===== config.mk =====
export PLATFORM = sky130hd
export DESIGN_NAME = fpm_float_multiplier
export DESIGN_NICKNAME = d
export VERILOG_FILES = /design/src/include/fpm_pkg.sv /design/src/logic/fpm_normalizer.sv /design/src/logic/fpm_float_multiplier.sv
export SDC_FILE = /design/constraint.sdc
export NUM_CORES = 1
export LEC_CHECK = 0
export BUFFER_PORTS_ARGS = -buffer_cell sky130_fd_sc_hd__buf_2
export CAP_MARGIN = 15
export CORE_MARGIN = 3
export CORE_UTILIZATION = 35
export DETAILED_ROUTE_END_ITERATION = 12
export SETUP_SLACK_MARGIN = 0.3
export SLEW_MARGIN = 20
export SYNTH_ARGS = -nofsm -noshare
export SYNTH_HDL_FRONTEND = slang
export SYNTH_SLANG_ARGS = --single-unit

===== constraint.sdc =====
create_clock -name vclk -period 67.4
set_input_delay 20.22 -clock vclk [all_inputs]
set_output_delay 20.22 -clock vclk [all_outputs]
set_load 0.02 [all_outputs]

===== src/include/fpm_pkg.sv =====
// constants and carrier types shared by the floating-point multiplier files
`default_nettype none

package fpm_pkg;

	// ************************************************************
	// operand and result widths
	// ************************************************************
	localparam int FPM_FRAC_BITS = 8;                      // input fraction width
	localparam int FPM_EXP_BITS  = 7;                      // exponent field width
	localparam int FPM_PROD_BITS = 2 * FPM_FRAC_BITS;      // product fraction width
	localparam int FPM_EXT_BITS  = FPM_EXP_BITS + 1;       // exponent path with guard bit
	localparam int FPM_SHF_BITS  = $clog2(FPM_PROD_BITS + 1); // shift count, zero product too

	// ************************************************************
	// exponent encoding
	// ************************************************************
	localparam logic [FPM_EXT_BITS-1:0] FPM_EXP_BIAS = 8'h40;  // excess 2^(exp_bits-1)
	localparam logic [FPM_EXP_BITS-1:0] FPM_EXP_TOP  = 7'h7F;  // largest exponent code
	localparam logic [FPM_EXP_BITS-1:0] FPM_EXP_ZERO = 7'h00;  // exponent of the zero value
	localparam int FPM_EXT_MSB = FPM_EXT_BITS - 1;             // guard bit position

	// ************************************************************
	// special fraction codes
	// ************************************************************
	localparam logic [FPM_FRAC_BITS-1:0] FPM_FRAC_ZERO = 8'h00;     // zero input fraction
	localparam logic [FPM_PROD_BITS-1:0] FPM_PROD_ZERO = 16'h0000;  // zero product fraction
	localparam logic [FPM_PROD_BITS-1:0] FPM_PROD_NAN  = 16'h8000;  // 2^(width-1) marks NaN
	localparam logic [FPM_EXP_BITS-1:0]  FPM_NAN_EXP   = 7'h40;     // any nonzero code serves

	// ************************************************************
	// carriers
	// ************************************************************
	typedef struct packed {
		logic                     sign;  // 1 positive, 0 negative
		logic [FPM_FRAC_BITS-1:0] frac;  // 0.frac, implied zero left of the point
		logic [FPM_EXP_BITS-1:0]  exp;   // excess coded exponent
	} fpm_operand_t;

	typedef struct packed {
		logic                     sign;
		logic [FPM_PROD_BITS-1:0] frac;
		logic [FPM_EXP_BITS-1:0]  exp;
	} fpm_result_t;

	typedef struct packed {
		logic overflow;
		logic underflow;
		logic infinity;
		logic nan;
	} fpm_flags_t;

endpackage

`default_nettype wire


===== src/logic/fpm_normalizer.sv =====
// leading-zero count and left shift of the double-width product fraction
`default_nettype none
`timescale 1ns/10ps

module fpm_normalizer
	import fpm_pkg::*;
(
	// unnormalized product
	input  wire logic [FPM_PROD_BITS-1:0] i_frac,
	// normalized product and shift applied
	output logic      [FPM_PROD_BITS-1:0] o_frac,
	output logic      [FPM_SHF_BITS-1:0]  o_shift
);

	// ************************************************************
	// zero run from the top down to each bit
	// ************************************************************
	logic [FPM_PROD_BITS-1:0] zero_from;  // bit i: bits top..i all zero

	genvar gi;
	generate
		for (gi = FPM_PROD_BITS - 1; gi >= 0; gi--) begin : g_run
			if (gi == FPM_PROD_BITS - 1) begin : g_top
				assign zero_from[gi] = ~i_frac[gi];
			end else begin : g_low
				assign zero_from[gi] = zero_from[gi+1] & ~i_frac[gi];
			end
		end
	endgenerate

	// count of leading zeros; a zero product stops at the full width
	always_comb begin
		o_shift = '0;
		for (int k = 0; k < FPM_PROD_BITS; k++) begin
			o_shift = o_shift + FPM_SHF_BITS'(zero_from[k]);
		end
	end

	// shift until the top bit is one
	assign o_frac = i_frac << o_shift;

endmodule

`default_nettype wire


===== src/logic/fpm_float_multiplier.sv =====
// combinational sign, fraction and exponent floating-point multiplier
`default_nettype none
`timescale 1ns/10ps

module fpm_float_multiplier
	import fpm_pkg::*;
#(
	parameter bit CHECK_EN = 1'b0  // adds range, boundary and NaN handling
)(
	// sampling clock for the checks only, the datapath never reads it
	input  wire logic                     i_clk_sys,
	// operand a
	input  wire logic                     i_sign_in_a,
	input  wire logic [FPM_FRAC_BITS-1:0] i_frac_in_a,
	input  wire logic [FPM_EXP_BITS-1:0]  i_exp_in_a,
	// operand b
	input  wire logic                     i_sign_in_b,
	input  wire logic [FPM_FRAC_BITS-1:0] i_frac_in_b,
	input  wire logic [FPM_EXP_BITS-1:0]  i_exp_in_b,
	// result
	output logic                          o_sign_out,
	output logic      [FPM_PROD_BITS-1:0] o_frac_out,
	output logic      [FPM_EXP_BITS-1:0]  o_exp_out,
	// range and boundary flags, zero unless CHECK_EN
	output logic                          o_overflow,
	output logic                          o_underflow,
	output logic                          o_infinity,
	output logic                          o_nan
);

	// ************************************************************
	// operand gathering
	// ************************************************************
	fpm_operand_t op_a;
	fpm_operand_t op_b;
	fpm_result_t  raw;     // result before any boundary substitution
	fpm_result_t  res;     // result driven out
	fpm_flags_t   flags;

	// sign, fraction and exponent kept as separate fields
	assign op_a = '{sign: i_sign_in_a, frac: i_frac_in_a, exp: i_exp_in_a};
	assign op_b = '{sign: i_sign_in_b, frac: i_frac_in_b, exp: i_exp_in_b};

	// ************************************************************
	// sign
	// ************************************************************
	logic sign_prod;

	// one means positive, so equal signs give a positive product
	assign sign_prod = ~(op_a.sign ^ op_b.sign);

	// ************************************************************
	// fraction product
	// ************************************************************
	logic [FPM_PROD_BITS-1:0] frac_prod;   // unnormalized, over 2^(2*frac_bits)
	logic [FPM_PROD_BITS-1:0] frac_norm;
	logic [FPM_SHF_BITS-1:0]  norm_shift;

	// each fraction is numerator over 2^frac_bits, product over its square
	assign frac_prod = FPM_PROD_BITS'(op_a.frac) * FPM_PROD_BITS'(op_b.frac);

	fpm_normalizer u_norm (
		.i_frac  (frac_prod),
		.o_frac  (frac_norm),
		.o_shift (norm_shift)
	);

	// ************************************************************
	// exponent path with one guard bit
	// ************************************************************
	logic [FPM_EXT_BITS-1:0] exp_sum;   // sum of the two codes
	logic [FPM_EXT_BITS-1:0] exp_unb;   // after removing one bias
	logic [FPM_EXT_BITS-1:0] exp_fin;   // after the normalization correction

	// both codes carry a bias, so one bias comes back out
	always_comb begin
		exp_sum = FPM_EXT_BITS'(op_a.exp) + FPM_EXT_BITS'(op_b.exp);
		exp_unb = exp_sum - FPM_EXP_BIAS;
		exp_fin = exp_unb - FPM_EXT_BITS'(norm_shift);
	end

	// the field itself is the low bits; the guard bit only feeds detection
	assign raw = '{sign: sign_prod, frac: frac_norm, exp: exp_fin[FPM_EXP_BITS-1:0]};

	// ************************************************************
	// range and boundary detection
	// ************************************************************
	logic ovf_det;
	logic unf_det;
	logic a_is_inf;
	logic b_is_inf;
	logic a_is_zero;
	logic b_is_zero;

	// guard bit read at the three stages of the exponent path
	always_comb begin
		ovf_det = exp_sum[FPM_EXT_MSB] & exp_unb[FPM_EXT_MSB] & exp_fin[FPM_EXT_MSB];
		unf_det = ~exp_sum[FPM_EXT_MSB] & exp_fin[FPM_EXT_MSB];
	end

	// infinity reserves the top exponent code with a zero fraction
	always_comb begin
		a_is_inf  = (op_a.frac == FPM_FRAC_ZERO) && (op_a.exp == FPM_EXP_TOP);
		b_is_inf  = (op_b.frac == FPM_FRAC_ZERO) && (op_b.exp == FPM_EXP_TOP);
		a_is_zero = (op_a.frac == FPM_FRAC_ZERO) && !a_is_inf;
		b_is_zero = (op_b.frac == FPM_FRAC_ZERO) && !b_is_inf;
	end

	// ************************************************************
	// result selection
	// ************************************************************
	// baseline passes the raw result with every flag low
	always_comb begin
		res   = raw;
		flags = '0;
		if (CHECK_EN) begin
			if ((a_is_inf && b_is_zero) || (b_is_inf && a_is_zero)) begin
				// zero times infinity has no value
				flags.nan = 1'b1;
				res.frac  = FPM_PROD_NAN;
				res.exp   = FPM_NAN_EXP;
			end else if (a_is_inf || b_is_inf || ovf_det) begin
				// infinite operand or too large for the field, pinned at infinity
				flags.overflow = ovf_det && !(a_is_inf || b_is_inf);
				flags.infinity = 1'b1;
				res.frac       = FPM_PROD_ZERO;
				res.exp        = FPM_EXP_TOP;
			end else if (unf_det) begin
				// too small for the field, flushed to zero
				flags.underflow = 1'b1;
				res.frac        = FPM_PROD_ZERO;
				res.exp         = FPM_EXP_ZERO;
			end
		end
	end

	// ************************************************************
	// outputs, no storage anywhere in the path
	// ************************************************************
	assign o_sign_out  = res.sign;
	assign o_frac_out  = res.frac;
	assign o_exp_out   = res.exp;
	assign o_overflow  = flags.overflow;
	assign o_underflow = flags.underflow;
	assign o_infinity  = flags.infinity;
	assign o_nan       = flags.nan;

	// ************************************************************
	// checks on the settled combinational values
	// ************************************************************
	// reference product and exponent rebuilt from the inputs, reusing the datapath norm_shift and frac_norm
	logic [FPM_PROD_BITS-1:0] chk_prod;
	logic [FPM_EXT_BITS-1:0]  chk_exp;
	logic                     chk_top;

	always_comb begin
		chk_prod = FPM_PROD_BITS'(i_frac_in_a) * FPM_PROD_BITS'(i_frac_in_b);
		chk_exp  = FPM_EXT_BITS'(i_exp_in_a) + FPM_EXT_BITS'(i_exp_in_b)
			- FPM_EXP_BIAS - FPM_EXT_BITS'(norm_shift);
		chk_top  = frac_norm[FPM_PROD_BITS-1];
	end

	always_comb begin
		AST_SIGN_XNOR: assert final (res.sign == (i_sign_in_a ~^ i_sign_in_b))
			else $error("output sign is not the xnor of the input signs");
		AST_NORM_TOP: assert final ((frac_prod == FPM_PROD_ZERO) || chk_top)
			else $error("normalized nonzero product lacks a top one bit");
		AST_NORM_VALUE: assert final ((chk_prod << norm_shift) == frac_norm)
			else $error("normalized fraction is not the shifted product");
		AST_ZERO_STOP: assert final ((frac_prod != FPM_PROD_ZERO)
			|| (32'(norm_shift) == FPM_PROD_BITS))
			else $error("zero product shift is not the full width");
		AST_SHIFT_MIN: assert final ((frac_prod == FPM_PROD_ZERO)
			|| (frac_prod[FPM_PROD_BITS-1 -: 1] == 1'b1) || (norm_shift != '0))
			else $error("product without top one was not shifted");
		AST_EXP_PATH: assert final (exp_fin == chk_exp)
			else $error("exponent is not sum minus bias minus shift");
		AST_BASE_RAW: assert final (CHECK_EN || (res == raw))
			else $error("baseline result differs from the raw result");
		AST_BASE_FLAGS: assert final (CHECK_EN
			|| !(o_overflow || o_underflow || o_infinity || o_nan))
			else $error("baseline raised a range or boundary flag");
		AST_INF_CODE: assert final (!o_infinity
			|| ((o_frac_out == FPM_PROD_ZERO) && (o_exp_out == FPM_EXP_TOP)))
			else $error("infinity flag without the infinity encoding");
		AST_NAN_CODE: assert final (!o_nan
			|| ((o_frac_out == FPM_PROD_NAN) && (o_exp_out != FPM_EXP_ZERO)))
			else $error("nan flag without the nan encoding");
		AST_FLAG_EXCL: assert final (!(o_overflow && o_underflow))
			else $error("overflow and underflow raised together");
	end

	// sampled checks; inputs move on the falling edge, so all is settled here
	AST_P_SIGN: assert property (@(posedge i_clk_sys) o_sign_out == (i_sign_in_a ~^ i_sign_in_b))
		else $error("sampled sign is not the xnor of the input signs");
	AST_P_PROD: assert property (@(posedge i_clk_sys) frac_prod == chk_prod)
		else $error("sampled product differs from the unsigned product");
	AST_P_NORM_TOP: assert property (@(posedge i_clk_sys)
		(frac_prod == FPM_PROD_ZERO) || frac_norm[FPM_PROD_BITS-1])
		else $error("sampled nonzero product not normalized");
	AST_P_ZERO_STOP: assert property (@(posedge i_clk_sys)
		(frac_prod != FPM_PROD_ZERO) || (norm_shift == FPM_SHF_BITS'(FPM_PROD_BITS)))
		else $error("sampled zero product shift is not the full width");
	AST_P_EXP: assert property (@(posedge i_clk_sys) exp_fin == chk_exp)
		else $error("sampled exponent is not sum minus bias minus shift");
	AST_P_BASE_FLAGS: assert property (@(posedge i_clk_sys)
		CHECK_EN || !(o_overflow || o_underflow || o_infinity || o_nan))
		else $error("sampled baseline flag raised");
	AST_P_NAN_CODE: assert property (@(posedge i_clk_sys)
		!o_nan || ((o_frac_out == FPM_PROD_NAN) && (o_exp_out != FPM_EXP_ZERO)))
		else $error("sampled nan flag without the nan encoding");

endmodule

`default_nettype wire


==> results of run 1 <==
worst max-delay path, delay by kind of cell:
family / cells / cell delay (ns)
buf+inv: 7 / 0.88
compound gates: 5 / 1.23
fa+ha+maj: 15 / 7.55
simple gates: 5 / 1.43
xor+xnor: 1 / 0.13
area by class of cell:
cell class,count,area (sq um)
fill,1133,6600
multi-input combinational,413,3620
timing repair buffer,59,303
inverter,77,289
tap,140,175
placed cells by master, fill, tap and decap left out, types with 4 or more instances in the layout:
master,instances
a211oi_1,5
a21o_1,9
a21oi_1,22
a221oi_1,4
and2_1,55
and3_1,5
buf_2,56
conb_1,4
fa_1,48
ha_1,55
inv_1,74
mux2_2,5
mux2i_1,5
nand2_1,35
nand3_1,6
nand4_1,4
nor2_1,28
nor2b_1,4
nor3_1,12
nor4_1,7
o211ai_1,4
o21ai_0,17
or3_1,5
xnor2_1,17
xor2_1,7
logic make-up (layout without fill, tap and decap cells):
| family | after synthesis | in the layout |
|---|---|---|
| fa+ha+maj | 103 | 103 |
| compound gates | 93 | 93 |
| mux | 11 | 11 |
| simple gates | 178 | 178 |
| xor+xnor | 24 | 24 |
| buf+inv | 96 | 136 |
| other cells | 1 | 4 |
routing by layer:
layer	vias to the layer above	global-route usage (%)	share of wire, %
li1	1794	-	-
met1	1733	23.2	47
met2	107	26.4	48
met3	6	0.802	4.7
met4	0	1.28	0.51
met5	-	0	0
stage by stage:
stage               utilization [%]  instances  hold WS, ns
floorplan                         -        509        40.57
global placement               39.9        689        40.72
detailed placement             39.9        689        40.72
CTS                            39.9        689        40.72
global route                   39.9        689        40.74
finish                         39.9        689        40.72
worst paths after layout:
kind | cells past startpoint | startpoint | to
max | 33 | i_frac_in_a[2] | o_exp_out[5]
min | 3 | i_sign_in_a | o_sign_out
==> reports/qor.csv, run 1 <==
metric,value,unit
io_pins,61,
syn_inst,506,
start_kind,input port,
die_height,113,microns
synthSimpleGateAreaFrac,24.4,%
postLayoutCellArea,4390,sq um
worstPathMaxFanout,23,
yosys.area.top_type,fa_1,
layout.nets,687,
grt_antenna_before_repair,0,
arrival,31.45,ns
port_buffers,56,
yosysMostFrequentCell,inv_1,
synthMuxAreaShare,3.32,%
syn_area,3990,sq um
synth_area_leaders,"fa_1 24%, ha_1 17%, and2_1 8.6%",
max_freq,19.4,MHz
dpl.hpwl,8340,microns
dr.first_iter.drc_count,205,
avgSynthCellArea,7.89,sq um
setup_ws,15.73,ns
fin_tns_setup,0,ns
grt_setup_unrepaired,no,
yosysTopAreaCellShare,24.1,%
die_w,113,microns
drv_slew,0,
n_clock_buffer,0,
first_global_vias,3637,
maxCapViolCount,0,
post_cts_buffers,0,
synth_xor_area_share,5.27,%
dp_slack,15.75,ns
seq_cell_count,0,
start_util,36.3,%
rows,38,
synthAdderAreaFrac,41.3,%
synth_seq_area_share,0,%
ys_types,63,
cp-end-kind,output pin,
timing.final.crit_share,76.7,%
post_cts_resized,0,
cpPeakStageDelay,1.01,ns
tightestPinTransition,0.948,ns
grtUsageTotal,15.7,%
critical-path-slowest-cell,fa_1,
hold_viol,0,
fp.dieArea,12700,sq um
cp_data_required_time,47.18,ns
grt_overflow,0,
holdBufCountCts,0,
drive_gt1_share,13.8,%
setup-violations-final,0,
final-seq-area,0,sq um
synth-compound-area-share,16.0,%
fin_crit,51.67,ns
path_class,in2out,
drc,0,
vias,3640,
gp_congestion,0.844,
avgViaCountPerCell,5.28,
status,"complete, no violations",
routed_wl,9970,microns
ys.warnings.count,0,
cpMostUsedCell,fa_1,
ant_nets,0,
post_drt_wl_per_cell,14.5,microns
max_slew_margin,36.7,%
synth_common_cells,"74 x inv_1, 55 x and2_1, 55 x ha_1",
grt_max_degree,27,
drt-pass1-iter-count,5,
core,11000,sq um
num_antenna_cells,0,
hp-class,in2out,
postPlaceCellArea,4390,sq um
area_growth,9.94,%
synth_top_family_by_area,adder cells,
grt_pass1_wl,17300,microns
Power of run 1 is not shown: default switching activity piles up to over one toggle a cycle in this logic, so the estimate is an artifact.
==> run 2, diff against run 1 <==
==> constraint.sdc (replaced) <==
create_clock -name vclk -period 47.8
set_input_delay 14.34 -clock vclk [all_inputs]
set_output_delay 14.34 -clock vclk [all_outputs]
set_load 0.02 [all_outputs]
==> run 2 against run 1 <==
Final cell count unchanged. Worst hold slack lost 12 ns. Largest cell class unchanged. Sequential share of layout area did not move. Wire length down 1.6%. Clock-buffer cell count did not move. Critical endpoint unchanged. Utilization unchanged.
==> reports/qor.csv, run 2 (synthesis results as in run 1) <==
metric,value,unit
status,"complete, no violations",
cpMostUsedCell,fa_1,
post_cts_resized,0,
worstPathMaxFanout,23,
port_buffers,56,
ant_nets,0,
core,11000,sq um
start_kind,input port,
tightestPinTransition,0.913,ns
arrival,25.47,ns
grt_antenna_before_repair,0,
holdBufCountCts,0,
max_slew_margin,39.1,%
grtUsageTotal,15.4,%
die_w,113,microns
path_class,in2out,
seq_cell_count,0,
hp-class,in2out,
max_freq,25.1,MHz
start_util,36.3,%
layout.nets,687,
gp_congestion,0.843,
io_pins,61,
fin_tns_setup,0,ns
critical-path-slowest-cell,fa_1,
dr.first_iter.drc_count,244,
setup-violations-final,0,
multi_input_area,3620,sq um
hold_slack,28.96,ns
dp.cells,689,
drc,0,
endpoint,o_exp_out[5],
grt_overflow,0,
maxCapViolCount,0,
routed_wl,9820,microns
area_growth,9.94,%
avgViaCountPerCell,5.27,
grt_max_degree,27,
cp_data_required_time,33.46,ns
dpl.hpwl,8290,microns
n_clock_buffer,0,
vias,3629,
layout_commonest_cell,inv_1,
hold_viol,0,
timing.final.crit_share,83.3,%
cp-end-kind,output pin,
die_height,113,microns
cpPeakStageDelay,0.99,ns
drv_slew,0,
finalNonFillerCells,689,
fp.dieArea,12700,sq um
fin_crit,39.81,ns
utilization,39.9,%
grt_setup_unrepaired,no,
startpoint,i_frac_in_a[1],
num_antenna_cells,0,
final-seq-area,0,sq um
grt_pass1_wl,17000,microns
post_cts_buffers,0,
fill_cells,1131,
first_global_vias,3596,
mostFrequentLayoutCells,"74 x inv_1, 56 x buf_2, 55 x and2_1, 55 x ha_1, 48 x fa_1",
drt-pass1-iter-count,4,
rows,38,
post_drt_wl_per_cell,14.2,microns
drive_gt1_share,13.8,%
[run 2: worst min-delay path by stage]
stage	from	end	slack [ns]	cells after the start
after CTS	i_sign_in_a	o_sign_out	28.96	3
after detailed placement	i_sign_in_a	o_sign_out	28.96	3
after global routing	i_sign_in_a	o_sign_out	28.97	3
after floorplan	i_sign_in_a	o_sign_out	28.81	1
after global placement	i_sign_in_a	o_sign_out	28.96	3
final	i_sign_in_a	o_sign_out	28.96	3
[run 2: area by class of cell]
| cell class | instances | share of cell area [%] |
|---|---|---|
| inverters | 77 | 6.59 |
| multi-input cells | 413 | 82.5 |
| repair buffers | 59 | 6.90 |
| well taps | 140 | 3.99 |
[run 2: per-layer routing]
layer | global-route usage, % | part of all wire, % | vias to the layer above
met3 | 0.481 | 2.9 | 8
li1 | - | - | 1789
met1 | 23.2 | 49 | 1754
met5 | 0 | 0 | -
met4 | 1.76 | 0.71 | 0
met2 | 25.5 | 47 | 78
[run 2: stage by stage]
step | setup WS, ns | instance area (sq um)
floorplan | 9.53 | 4000
global placement | 8.09 | 4390
detailed placement | 7.92 | 4390
CTS | 7.92 | 4390
global route | 7.24 | 4390
finish | 7.99 | 4390
[run 2: critical path: cells and delay by family]
| kind | cells | cell delay (ns) |
|---|---|---|
| adder cells (fa/ha/maj) | 15 | 7.49 |
| AND/OR/NAND/NOR | 5 | 1.43 |
| AO/OA/AOI/OAI | 5 | 1.22 |
| buffers and inverters | 7 | 0.85 |
| XOR/XNOR | 1 | 0.13 |
Power of run 2 is left out for the same reason.
==> run 3, diff against run 2 <==
==> constraint.sdc (replaced) <==
create_clock -name vclk -period 32.5
set_input_delay 9.75 -clock vclk [all_inputs]
set_output_delay 9.75 -clock vclk [all_outputs]
set_load 0.02 [all_outputs]
==> run 3 against run 2 <==
Worst setup slack worse by 6.1 ns. Worst hold slack worse by 9.2 ns. Sequential share of layout area stayed put. Flip-flop and latch count stayed put. Clock-buffer cell count stayed put. Highest routed layer unchanged. Global-route usage is 0.18 points higher.
==> reports/qor.csv, run 3 (synthesis results as in run 1) <==
metric,value,unit
layout_commonest_cell,inv_1,
grt-busiest-layer,met2,
start_util,36.3,%
critical-path-slowest-cell,fa_1,
area_growth,9.94,%
arrival,20.90,ns
io_pins,61,
die_w,113,microns
cpPeakStageDelay,1.01,ns
num_antenna_cells,0,
port_buffers,56,
vias,3606,
fin_crit,30.65,ns
die_height,113,microns
n_clock_buffer,0,
grt_overflow,0,
maxCapViolCount,0,
grt_setup_unrepaired,no,
drive_gt1_share,13.8,%
avgViaCountPerCell,5.23,
grtUsageTotal,15.6,%
drc,0,
holdBufCountCts,0,
post_drt_wl_per_cell,14.2,microns
dpl.hpwl,8200,microns
dr.first_iter.drc_count,159,
seq_cell_count,0,
grt_util_met1,23.8,%
ant_nets,0,
use_met3,0.160,%
cpMostUsedCell,fa_1,
mostFrequentLayoutCells,"74 x inv_1, 56 x buf_2, 55 x and2_1, 55 x ha_1, 48 x fa_1",
grt_antenna_before_repair,0,
post_cts_buffers,0,
tightestPinTransition,0.899,ns
path_class,in2out,
drt-pass1-iter-count,4,
fin_tns_setup,0,ns
setup-violations-final,0,
fp.dieArea,12700,sq um
routed_wl,9800,microns
post_cts_resized,0,
first_global_vias,3634,
timing.final.crit_share,94.3,%
grt_util_met2,26.1,%
start_kind,input port,
gp_congestion,0.841,
grt_pass1_wl,17300,microns
hold_depth,3,
max_freq,32.6,MHz
min_to,o_sign_out,
hp-class,in2out,
worstPathMaxFanout,23,
layout.nets,687,
drv_slew,0,
status,"complete, no violations",
hold_viol,0,
cp-end-kind,output pin,
max_slew_margin,40.0,%
startpoint,i_frac_in_a[1],
cp_data_required_time,22.75,ns
core,11000,sq um
final-seq-area,0,sq um
grt_max_degree,27,
hp-start,i_sign_in_a,
rows,38,
==> run 3: cell counts in the layout (fill, tap and decap cells not counted) <==
No cell type changed its count.
==> run 3: per-layer routing <==
layer | up-vias | share of wire, %
met3 | 2 | 3.5
met1 | 1732 | 49
li1 | 1796 | -
met2 | 76 | 47
met5 | - | 0
met4 | 0 | 0.14
==> run 3: area by class of cell <==
| class | count | area [sq um] |
|---|---|---|
| fillers | 1134 | 6600 |
| multi-input cells | 413 | 3620 |
| repair buffers | 59 | 303 |
| inverters | 77 | 289 |
| well taps | 140 | 175 |
==> run 3: worst max-delay path by stage <==
stage	endpoint	slack, ns	cells past startpoint
after CTS	o_exp_out[5]	1.82	33
final	o_exp_out[5]	1.85	33
after global routing	o_exp_out[5]	1.10	33
after floorplan	o_exp_out[6]	3.41	35
after detailed placement	o_exp_out[5]	1.82	33
after global placement	o_exp_out[5]	1.97	33
==> run 3: per-stage QoR <==
stage	utilization [%]	instances	cell area, sq um	hold slack (ns)	setup WS, ns
floorplan	-	509	4000	19.63	3.41
global placement	39.9	689	4390	19.78	1.97
detailed placement	39.9	689	4390	19.78	1.82
CTS	39.9	689	4390	19.78	1.82
global route	39.9	689	4390	19.80	1.10
finish	39.9	689	4390	19.78	1.85
==> run 3: critical path: cells and delay by family <==
family | cells | cell delay (ns)
AOI/OAI and AO/OA | 5 | 1.21
buffers and inverters | 7 | 0.87
xor gates and xnor gates | 1 | 0.13
and+or+nand+nor | 5 | 1.45
adders and majority gates | 15 | 7.48
Power of run 3 is left out for the same reason.
